===== src/hdl/als_pkg.sv =====
// constants for the aux link settings shadow bank
// assumes one clock domain; aux addresses are 20-bit, smbus offsets 8-bit
package als_pkg;
    // smbus byte offsets of the shadow registers
    localparam logic [7:0]  SMB_LINK_RATE    = 8'h02;
    localparam logic [7:0]  SMB_LANE_COUNT   = 8'h03;
    localparam logic [7:0]  SMB_LANE0_TRAIN  = 8'h04;
    localparam logic [7:0]  SMB_LANE3_TRAIN  = 8'h07;
    localparam logic [7:0]  SMB_SPREAD       = 8'h08;

    // aux addresses watched by the listener
    localparam logic [19:0] AUX_LINK_RATE    = 20'h00100;
    localparam logic [19:0] AUX_LANE_COUNT   = 20'h00101;
    localparam logic [19:0] AUX_LANE0_TRAIN  = 20'h00103;
    localparam logic [19:0] AUX_SPREAD       = 20'h00107;
    localparam logic [19:0] AUX_ADJUST_01    = 20'h00206;
    localparam logic [19:0] AUX_ADJUST_23    = 20'h00207;
    localparam logic [19:0] AUX_TEST_RATE    = 20'h00219;
    localparam logic [19:0] AUX_TEST_LANES   = 20'h00220;
    localparam logic [19:0] AUX_TEST_ACK     = 20'h00260;

    // reset values
    localparam logic [7:0]  RST_LINK_RATE    = 8'h14;
    localparam logic [7:0]  RST_LANE_COUNT   = 8'h04;
    localparam logic [7:0]  RST_LANE_TRAIN   = 8'h00;
    localparam logic [7:0]  RST_SPREAD       = 8'h00;

    // link rate codes
    localparam logic [7:0]  RATE_1G62        = 8'h06;
    localparam logic [7:0]  RATE_2G7         = 8'h0A;
    localparam logic [7:0]  RATE_5G4         = 8'h14;

    // lane count codes and fields
    localparam logic [4:0]  LANES_ONE        = 5'h01;
    localparam logic [4:0]  LANES_TWO        = 5'h02;
    localparam logic [4:0]  LANES_FOUR       = 5'h04;
    localparam int          LC_COUNT_MSB     = 4;
    localparam int          LC_ENH_BIT       = 7;
    localparam logic [7:0]  LC_V11_MASK      = 8'h9F;
    localparam logic [7:0]  LC_V10_MASK      = 8'h1F;

    // lane training fields
    localparam int          TR_DRIVE_LSB     = 0;
    localparam int          TR_DRIVE_MAX_BIT = 2;
    localparam int          TR_PRE_LSB       = 3;
    localparam int          TR_PRE_MAX_BIT   = 5;
    localparam logic [7:0]  TR_MASK          = 8'h3F;

    // down-spread fields
    localparam int          SP_AMP_BIT       = 4;
    localparam logic [7:0]  SP_MASK          = 8'h10;

    // sink test acknowledge codes (bits 1:0)
    localparam logic [1:0]  ACK_ENTER        = 2'h1;
    localparam logic [1:0]  ACK_DECLINE      = 2'h2;
endpackage


===== src/hdl/als_lane_shadow.sv =====
// one lane training shadow byte with its sink-test override and lane enable
// assumes the parent supplies decoded, same-clock write strobes
`timescale 1ns/1ns
module als_lane_shadow #(
    parameter logic [2:0] LANE_IDX = 3'h0
) (
    input  wire logic       clk_i,
    input  wire logic       rst_n_i,
    input  wire logic       ce_i,
    input  wire logic       aux_we_i,
    input  wire logic [7:0] aux_data_i,
    input  wire logic       smb_we_i,
    input  wire logic [7:0] smb_data_i,
    input  wire logic       test_mode_i,
    input  wire logic [3:0] adjust_i,
    input  wire logic [4:0] lane_count_i,
    output logic      [7:0] store_o,
    output logic      [7:0] train_o,
    output logic            en_o
);
    logic [7:0] store_ff;
    logic [7:0] nxt_store;
    logic [7:0] train_ff;
    logic [7:0] nxt_train;
    logic       en_ff;
    logic       nxt_en;
    logic       legal;

    always_comb begin
        nxt_store = store_ff;
        // listener capture wins over smbus
        if (aux_we_i) begin
            nxt_store = aux_data_i & als_pkg::TR_MASK;
        end else if (smb_we_i) begin
            nxt_store = smb_data_i & als_pkg::TR_MASK;
        end
        nxt_train = store_ff;
        if (test_mode_i) begin
            // adjust request: swing in 1:0, pre-emphasis in 3:2; max flags dropped
            nxt_train = 8'h00;
            nxt_train[als_pkg::TR_DRIVE_LSB +: 2] = adjust_i[1:0];
            nxt_train[als_pkg::TR_PRE_LSB +: 2]   = adjust_i[3:2];
        end
        legal = (lane_count_i == als_pkg::LANES_ONE) ||
                (lane_count_i == als_pkg::LANES_TWO) ||
                (lane_count_i == als_pkg::LANES_FOUR);
        // reserved lane counts switch every lane off
        nxt_en = legal && ({2'h0, LANE_IDX} < lane_count_i);
    end

    always_ff @(posedge clk_i or negedge rst_n_i) begin
        if (!rst_n_i) begin
            store_ff <= als_pkg::RST_LANE_TRAIN;
            train_ff <= als_pkg::RST_LANE_TRAIN;
            en_ff    <= 1'b0;
        end else if (ce_i) begin
            store_ff <= nxt_store;
            train_ff <= nxt_train;
            en_ff    <= nxt_en;
        end
    end

    assign store_o = store_ff;
    assign train_o = train_ff;
    assign en_o    = en_ff;
endmodule


===== src/hdl/als_shadow_top.sv =====
// aux link settings shadow bank: listener capture plus smbus byte access
// assumes an external aux parser and smbus engine on the same clock
`timescale 1ns/1ns
module als_shadow_top (
    input  wire logic        CLK_I,
    input  wire logic        RST_N_I,
    input  wire logic        CE_I,
    input  wire logic        DPCD_V11_I,
    input  wire logic        AUX_MODE_I,
    input  wire logic        AUX_VALID_I,
    input  wire logic [19:0] AUX_ADDR_I,
    input  wire logic [7:0]  AUX_DATA_I,
    input  wire logic        SMB_WR_I,
    input  wire logic        SMB_RD_I,
    input  wire logic [7:0]  SMB_ADDR_I,
    input  wire logic [7:0]  SMB_WDATA_I,
    output logic      [7:0]  SMB_RDATA_O,
    output logic             SMB_RVALID_O,
    output logic      [7:0]  LINK_RATE_O,
    output logic             RATE_VALID_O,
    output logic      [4:0]  LANE_COUNT_O,
    output logic             ENH_FRAMING_O,
    output logic      [3:0]  LANE_EN_O,
    output logic      [31:0] LANE_TRAIN_O,
    output logic             SPREAD_AMPLITUDE_O,
    output logic             TEST_MODE_O
);
    logic        rst_meta_ff;
    logic        rst_sync_ff;

    logic [7:0]  rate_ff;
    logic [7:0]  nxt_rate;
    logic [7:0]  lanes_ff;
    logic [7:0]  nxt_lanes;
    logic [7:0]  spread_ff;
    logic [7:0]  nxt_spread;
    logic [7:0]  adj01_ff;
    logic [7:0]  nxt_adj01;
    logic [7:0]  adj23_ff;
    logic [7:0]  nxt_adj23;
    logic [7:0]  trate_ff;
    logic [7:0]  nxt_trate;
    logic [7:0]  tlanes_ff;
    logic [7:0]  nxt_tlanes;
    logic        tmode_ff;
    logic        nxt_tmode;
    logic [7:0]  rdata_ff;
    logic [7:0]  nxt_rdata;
    logic        rvalid_ff;
    logic        nxt_rvalid;
    logic [7:0]  orate_ff;
    logic [7:0]  nxt_orate;
    logic        rvld_ff;
    logic        nxt_rvld;
    logic [4:0]  ocount_ff;
    logic [4:0]  nxt_ocount;
    logic        enh_ff;
    logic        nxt_enh;
    logic        amp_ff;
    logic        nxt_amp;

    logic        smb_we;
    logic [4:0]  eff_count;
    logic [3:0]  aux_lane_we;
    logic [3:0]  smb_lane_we;
    logic [15:0] adjust_all;
    logic [7:0]  lane_store [0:3];
    logic [7:0]  lanes_read;

    // reset release through two flops, assertion stays asynchronous
    always_ff @(posedge CLK_I or negedge RST_N_I) begin
        if (!RST_N_I) begin
            rst_meta_ff <= 1'b0;
            rst_sync_ff <= 1'b0;
        end else begin
            rst_meta_ff <= 1'b1;
            rst_sync_ff <= rst_meta_ff;
        end
    end

    // smbus writes are dropped while the listener owns the bank
    assign smb_we     = SMB_WR_I && !AUX_MODE_I;
    assign eff_count  = tmode_ff ? tlanes_ff[als_pkg::LC_COUNT_MSB:0]
                                 : lanes_ff[als_pkg::LC_COUNT_MSB:0];
    assign adjust_all = {adj23_ff, adj01_ff};
    // version 1.0 hides the framing bit
    assign lanes_read = lanes_ff & (DPCD_V11_I ? als_pkg::LC_V11_MASK
                                               : als_pkg::LC_V10_MASK);

    genvar gi;
    generate
        for (gi = 0; gi < 4; gi++) begin : g_lane
            assign aux_lane_we[gi] = AUX_VALID_I &&
                (AUX_ADDR_I == als_pkg::AUX_LANE0_TRAIN + 20'(gi));
            assign smb_lane_we[gi] = smb_we &&
                (SMB_ADDR_I == als_pkg::SMB_LANE0_TRAIN + 8'(gi));
            als_lane_shadow #(
                .LANE_IDX     (3'(gi))
            ) u_lane (
                .clk_i        (CLK_I),
                .rst_n_i      (rst_sync_ff),
                .ce_i         (CE_I),
                .aux_we_i     (aux_lane_we[gi]),
                .aux_data_i   (AUX_DATA_I),
                .smb_we_i     (smb_lane_we[gi]),
                .smb_data_i   (SMB_WDATA_I),
                .test_mode_i  (tmode_ff),
                .adjust_i     (adjust_all[gi*4 +: 4]),
                .lane_count_i (eff_count),
                .store_o      (lane_store[gi]),
                .train_o      (LANE_TRAIN_O[gi*8 +: 8]),
                .en_o         (LANE_EN_O[gi])
            );
        end
    endgenerate

    always_comb begin
        nxt_rate   = rate_ff;
        nxt_lanes  = lanes_ff;
        nxt_spread = spread_ff;
        nxt_adj01  = adj01_ff;
        nxt_adj23  = adj23_ff;
        nxt_trate  = trate_ff;
        nxt_tlanes = tlanes_ff;
        nxt_tmode  = tmode_ff;
        // aux capture takes precedence over an smbus write in the same cycle
        if (AUX_VALID_I) begin
            if (AUX_ADDR_I == als_pkg::AUX_LINK_RATE) begin
                nxt_rate = AUX_DATA_I;
            end else if (AUX_ADDR_I == als_pkg::AUX_LANE_COUNT) begin
                nxt_lanes = AUX_DATA_I & als_pkg::LC_V11_MASK;
            end else if (AUX_ADDR_I == als_pkg::AUX_SPREAD) begin
                nxt_spread = AUX_DATA_I & als_pkg::SP_MASK;
            end else if (AUX_ADDR_I == als_pkg::AUX_ADJUST_01) begin
                nxt_adj01 = AUX_DATA_I;
            end else if (AUX_ADDR_I == als_pkg::AUX_ADJUST_23) begin
                nxt_adj23 = AUX_DATA_I;
            end else if (AUX_ADDR_I == als_pkg::AUX_TEST_RATE) begin
                nxt_trate = AUX_DATA_I;
            end else if (AUX_ADDR_I == als_pkg::AUX_TEST_LANES) begin
                nxt_tlanes = AUX_DATA_I;
            end else if (AUX_ADDR_I == als_pkg::AUX_TEST_ACK) begin
                // code 11 is not legal and leaves the mode unchanged
                if (AUX_DATA_I[1:0] == als_pkg::ACK_ENTER) begin
                    nxt_tmode = 1'b1;
                end else if (AUX_DATA_I[1:0] == als_pkg::ACK_DECLINE) begin
                    nxt_tmode = 1'b0;
                end
            end
        end else if (smb_we) begin
            if (SMB_ADDR_I == als_pkg::SMB_LINK_RATE) begin
                nxt_rate = SMB_WDATA_I;
            end else if (SMB_ADDR_I == als_pkg::SMB_LANE_COUNT) begin
                nxt_lanes = SMB_WDATA_I & als_pkg::LC_V11_MASK;
            end else if (SMB_ADDR_I == als_pkg::SMB_SPREAD) begin
                nxt_spread = SMB_WDATA_I & als_pkg::SP_MASK;
            end
        end

        // read data registered one cycle after the strobe; unmapped reads 00h
        nxt_rvalid = SMB_RD_I;
        nxt_rdata  = rdata_ff;
        if (SMB_RD_I) begin
            if (SMB_ADDR_I == als_pkg::SMB_LINK_RATE) begin
                nxt_rdata = rate_ff;
            end else if (SMB_ADDR_I == als_pkg::SMB_LANE_COUNT) begin
                nxt_rdata = lanes_read;
            end else if (SMB_ADDR_I >= als_pkg::SMB_LANE0_TRAIN &&
                         SMB_ADDR_I <= als_pkg::SMB_LANE3_TRAIN) begin
                nxt_rdata = lane_store[SMB_ADDR_I[1:0]];
            end else if (SMB_ADDR_I == als_pkg::SMB_SPREAD) begin
                nxt_rdata = spread_ff;
            end else begin
                nxt_rdata = 8'h00;
            end
        end

        nxt_orate  = tmode_ff ? trate_ff : rate_ff;
        // reserved rate codes pass through but are flagged
        nxt_rvld   = (nxt_orate == als_pkg::RATE_1G62) ||
                     (nxt_orate == als_pkg::RATE_2G7)  ||
                     (nxt_orate == als_pkg::RATE_5G4);
        nxt_ocount = eff_count;
        // framing only exists under v1.1 and follows the stored setting
        nxt_enh    = DPCD_V11_I && lanes_ff[als_pkg::LC_ENH_BIT];
        nxt_amp    = spread_ff[als_pkg::SP_AMP_BIT];
    end

    always_ff @(posedge CLK_I or negedge rst_sync_ff) begin
        if (!rst_sync_ff) begin
            rate_ff   <= als_pkg::RST_LINK_RATE;
            lanes_ff  <= als_pkg::RST_LANE_COUNT;
            spread_ff <= als_pkg::RST_SPREAD;
            adj01_ff  <= 8'h00;
            adj23_ff  <= 8'h00;
            trate_ff  <= 8'h00;
            tlanes_ff <= 8'h00;
            tmode_ff  <= 1'b0;
            rdata_ff  <= 8'h00;
            rvalid_ff <= 1'b0;
            orate_ff  <= als_pkg::RST_LINK_RATE;
            rvld_ff   <= 1'b1;
            ocount_ff <= als_pkg::RST_LANE_COUNT[4:0];
            enh_ff    <= 1'b0;
            amp_ff    <= 1'b0;
        end else if (CE_I) begin
            rate_ff   <= nxt_rate;
            lanes_ff  <= nxt_lanes;
            spread_ff <= nxt_spread;
            adj01_ff  <= nxt_adj01;
            adj23_ff  <= nxt_adj23;
            trate_ff  <= nxt_trate;
            tlanes_ff <= nxt_tlanes;
            tmode_ff  <= nxt_tmode;
            rdata_ff  <= nxt_rdata;
            rvalid_ff <= nxt_rvalid;
            orate_ff  <= nxt_orate;
            rvld_ff   <= nxt_rvld;
            ocount_ff <= nxt_ocount;
            enh_ff    <= nxt_enh;
            amp_ff    <= nxt_amp;
        end
    end

    assign SMB_RDATA_O        = rdata_ff;
    assign SMB_RVALID_O       = rvalid_ff;
    assign LINK_RATE_O        = orate_ff;
    assign RATE_VALID_O       = rvld_ff;
    assign LANE_COUNT_O       = ocount_ff;
    assign ENH_FRAMING_O      = enh_ff;
    assign SPREAD_AMPLITUDE_O = amp_ff;
    assign TEST_MODE_O        = tmode_ff;
endmodule


===== config.mk =====
export PLATFORM = sky130hd
export DESIGN_NAME = als_shadow_top
export DESIGN_NICKNAME = d
export VERILOG_FILES = /design/src/hdl/als_pkg.sv /design/src/hdl/als_lane_shadow.sv /design/src/hdl/als_shadow_top.sv
export SDC_FILE = /design/constraint.sdc
export NUM_CORES = 1
export LEC_CHECK = 0
export ABC_AREA = 1
export BUFFER_PORTS_ARGS = -buffer_cell sky130_fd_sc_hd__buf_2
export CORE_ASPECT_RATIO = 1.4
export CORE_MARGIN = 2
export CORE_UTILIZATION = 35
export CTS_CLUSTER_DIAMETER = 120
export CTS_CLUSTER_SIZE = 14
export DETAILED_ROUTE_END_ITERATION = 10
export REMOVE_ABC_BUFFERS = 1
export SYNTH_ARGS = -nofsm -noshare
export SYNTH_HDL_FRONTEND = slang
export SYNTH_SLANG_ARGS = --single-unit
export TNS_END_PERCENT = 20

===== constraint.sdc =====
create_clock -name CLK_I -period 5.95 [get_ports CLK_I]
set_clock_uncertainty 0.15 [all_clocks]
set_input_delay 0.595 -clock CLK_I [delete_from_list [all_inputs] [get_ports CLK_I]]
set_output_delay 0.595 -clock CLK_I [all_outputs]
set_load 0.05 [all_outputs]

==> reports/metrics.cfg <==
[layout]
fillCellCount = 1932
seqCellArea_um2 = 3120
antenna_cells = 0
nNetsFinal = 991
area_delta_synth_final_pct = 20.1
drive_gt1_frac = 0.219
multi_input_area_um2 = 2940

[die]
die_area_um2 = 19800
die_h_um = 166
row_count = 59
initial_core_util = 0.353
die_x_um = 119
coreArea_um2 = 18500
ios = 114

[grt]
grt.overflow.total = 0
antenna_found_initial = 0
grt_pass1_wl_um = 30300
first_global_vias = 5687
grt_max_degree = 66
grt_usage = 0.200

[detailed_routing]
drt-total-wl_um = 19200
route.detailed.wl_per_inst_um = 16.1
firstDrtPassIters = 5
vias = 5821
drc_errors = 0
via_per_inst = 4.87
drt_iter0_drc = 326
drtAntennaViolNets = 0

[sta]
finalSetupViolCount = 0
hold_viol_final = 0
rsz0062_at_grt = false
timing.hold.ws_ns = 0.199
fmax_ghz = 0.442
timing.final.crit_share = 0.380
finalCriticalPeriod_ns = 2.26
relSlewSlack = 0.436
tightest_slew_ns = 0.847
layout_setup_ws_ns = 3.69
slew_viol_final = 0
setup-tns-final_ns = 0

[cts]
cts_setup_buffers = 0
cts_tree = yes
cts.sinks = 124
ctsHtreeMaxLevel = 4
clockBufferDepth = 2
cts_buffers = 17
cts_root_buf = clkbuf_16
postCtsResizedCells = 0
postCtsHoldBufs = 1
insertion_delay_ns = 0.42
clkTransAtPathRegs_ns = 0.06

[worst_setup_path]
cpMaxStageDelayCell = inv_1
cp-end-kind = register
max_stage_delay_ns = 0.42
crit_top_cell = nand2_1
r2r_start = TEST_MODE_O
critPathTopFamily = simple AND/OR/NAND/NOR gates
startpoint = AUX_VALID_I
worstPathArrival_ns = 2.47
crit_required_ns = 6.16
crit_path_cell_trace = buf_2 > inv_1 > nor2_1 > nand4_2 > nand2_1 > nand2_1 > inv_2 > nand2_1 > nand2_1
start_kind = input pin
crit_fanout = 24
path_buf_inv = 3
criticalPathCategory = input pin to register

[power_and_ir_drop]
ir_worst_vdd_v = 0.000157
seqPwrFrac = 0.397
p_switching_mw = 0.561
leakagePower_nw = 4.15
p_per_area_nw_per_um2 = 289
p_int_mw = 1.71
switching_share = 0.247
p_comb_frac = 0.082
clockPowerShare = 0.521

[logic_synthesis]
ys_types = 42
post_synth_inst_count = 844
ys_ff_latch = 124
synth_edf_count = 0
synth_area_um2 = 6520
ys_dominant_reg_cell = dfrtp_1
yosysWarnings = 0
avgSynthCellArea_um2 = 7.73
synthArstFlopShare = 1.00
synth_seq_area_share = 0.477

[place]
place_congestion = 0.929
place_hpwl_um = 14100
place_ws_ns = 3.31
io_buffer_count = 105

[worst_hold_path]
hold_start = rst_meta_ff
hold_path_class = register to register

[status]
outcome = completed

[job]
max_cap_violations = 0

==> cell usage in the layout (no fill, tap or decap), types with 2 or more instances in the layout <==
master      count
o21ai_1        30
o21a_1          6
nor2_2          8
o21ai_2        12
dfrtp_1       116
nor3_4          2
nand4_1        19
bufinv_16       5
clkinvlp_4      3
buf_4           4
nand3_1        36
inv_2           9
nand4_4         2
clkbuf_16      17
a21oi_1         4
nand4_2         2
a21oi_2         4
nand2_1       330
nor2_4          5
o22ai_1         2
nand3b_1        2
nor3_1          6
inv_6           3
nor2_1         44
buf_2         105
dfstp_2         7
o21ai_0        75
inv_1          53
conb_1          9
o211ai_1        3
clkbuf_8        3
nand3_2         2
nand2_2         9
==> stage by stage <==
stage	utilization	cells	power, mW	cell area [um^2]
global placement	0.387	1162	1.10	7150
CTS	0.424	1195	2.28	7830
global route	0.424	1195	2.34	7830
detailed placement	0.387	1162	1.10	7150
finish	0.424	1195	2.27	7830
floorplan	-	809	1.02	6280
==> worst register-to-register path, stage by stage, from the launching register on <==
cell,delay [ns]
dfrtp_1,0.32
buf_4,0.35
inv_2,0.36
or2_2,0.37
o21ai_0,0.19
nand3b_1,0.14
or2_1,0.25
nand2_1,0.06
==> worst paths after layout <==
path | endpoint | slack, ns | depth (start not counted)
max | g_lane[1].u_lane.store_o[5] | 3.69 | 9
min | rst_sync_ff | 0.20 | 0
max reg2reg | g_lane[2].u_lane.en_o | 3.70 | 7
min reg2reg | rst_sync_ff | 0.20 | 0
max in group asynchronous | g_lane[0].u_lane.en_o | 4.06 | 1
min in group asynchronous | g_lane[1].u_lane.train_o[4] | 0.29 | 0
==> kinds of logic (layout without fill, tap and decap cells) <==
group           count (synthesis)  after routing  synth area share
compound gates                138            138             0.120
fa+ha+maj                       1              1           0.00192
buf+inv                       105            205            0.0766
flops                         124            124             0.477
mux                             1              1           0.00153
other cells                     2              9           0.00115
simple gates                  473            473             0.322
==> routing by layer <==
metal  vias to the layer above  wire length (um)  share of wire  track usage
met5                         -                 0              0            0
met4                         0               599          0.031       0.0856
met3                        46              1090          0.057       0.0350
met2                       212              9580           0.50        0.356
met1                      2674              7910           0.41        0.238
li1                       2889                 -              -            -
==> registers in the layout (all words and copies together), names as in the netlist <==
name                   count
g_lane.u_lane.store_o     24
g_lane.u_lane.train_o     24
LINK_RATE_O                8
SMB_RDATA_O                8
adj01_ff                   8
adj23_ff                   8
rate_ff                    8
trate_ff                   8
lanes_ff                   6
LANE_COUNT_O               5
tlanes_ff                  5
g_lane.u_lane.en_o         4
ENH_FRAMING_O              1
RATE_VALID_O               1
SMB_RVALID_O               1
SPREAD_AMPLITUDE_O         1
TEST_MODE_O                1
rst_meta_ff                1
rst_sync_ff                1
spread_ff                  1
==> power by group through the flow <==
stage / clock network [mW] / logic (mW) / registers [mW]
2_1_floorplan: 0 / 0.0991 / 0.923
3_3_place_gp: 0 / 0.184 / 0.914
3_5_place_dp: 0 / 0.185 / 0.915
4_1_cts: 1.20 / 0.187 / 0.900
5_1_grt: 1.23 / 0.207 / 0.904
6_report: 1.18 / 0.186 / 0.900
==> synthesized netlist by cell type, drive strengths merged (3+ instances only) <==
cell | instances | area [um^2]
o21a | 6 | 45.0
nand4 | 23 | 186
o21ai | 117 | 631
nor2 | 58 | 292
nor3 | 8 | 62.6
buf | 28 | 210
a21oi | 8 | 55.1
nand3 | 39 | 218
dfstp | 7 | 184
nand2 | 340 | 1310
dfrtp | 117 | 2930
clkbuf | 14 | 52.6
inv | 62 | 233
o211ai | 3 | 22.5
==> final cells by class <==
cell class	count	share of cell area
Inverter	63	0.0302
Timing Repair Buffer	110	0.0722
Clock inverter	12	0.0265
Sequential cell	124	0.398
Tap cell	244	0.0390
Multi-Input combinational cell	622	0.375
Clock buffer	20	0.0596
No activity file was read; power rests on OpenSTA's default activity.
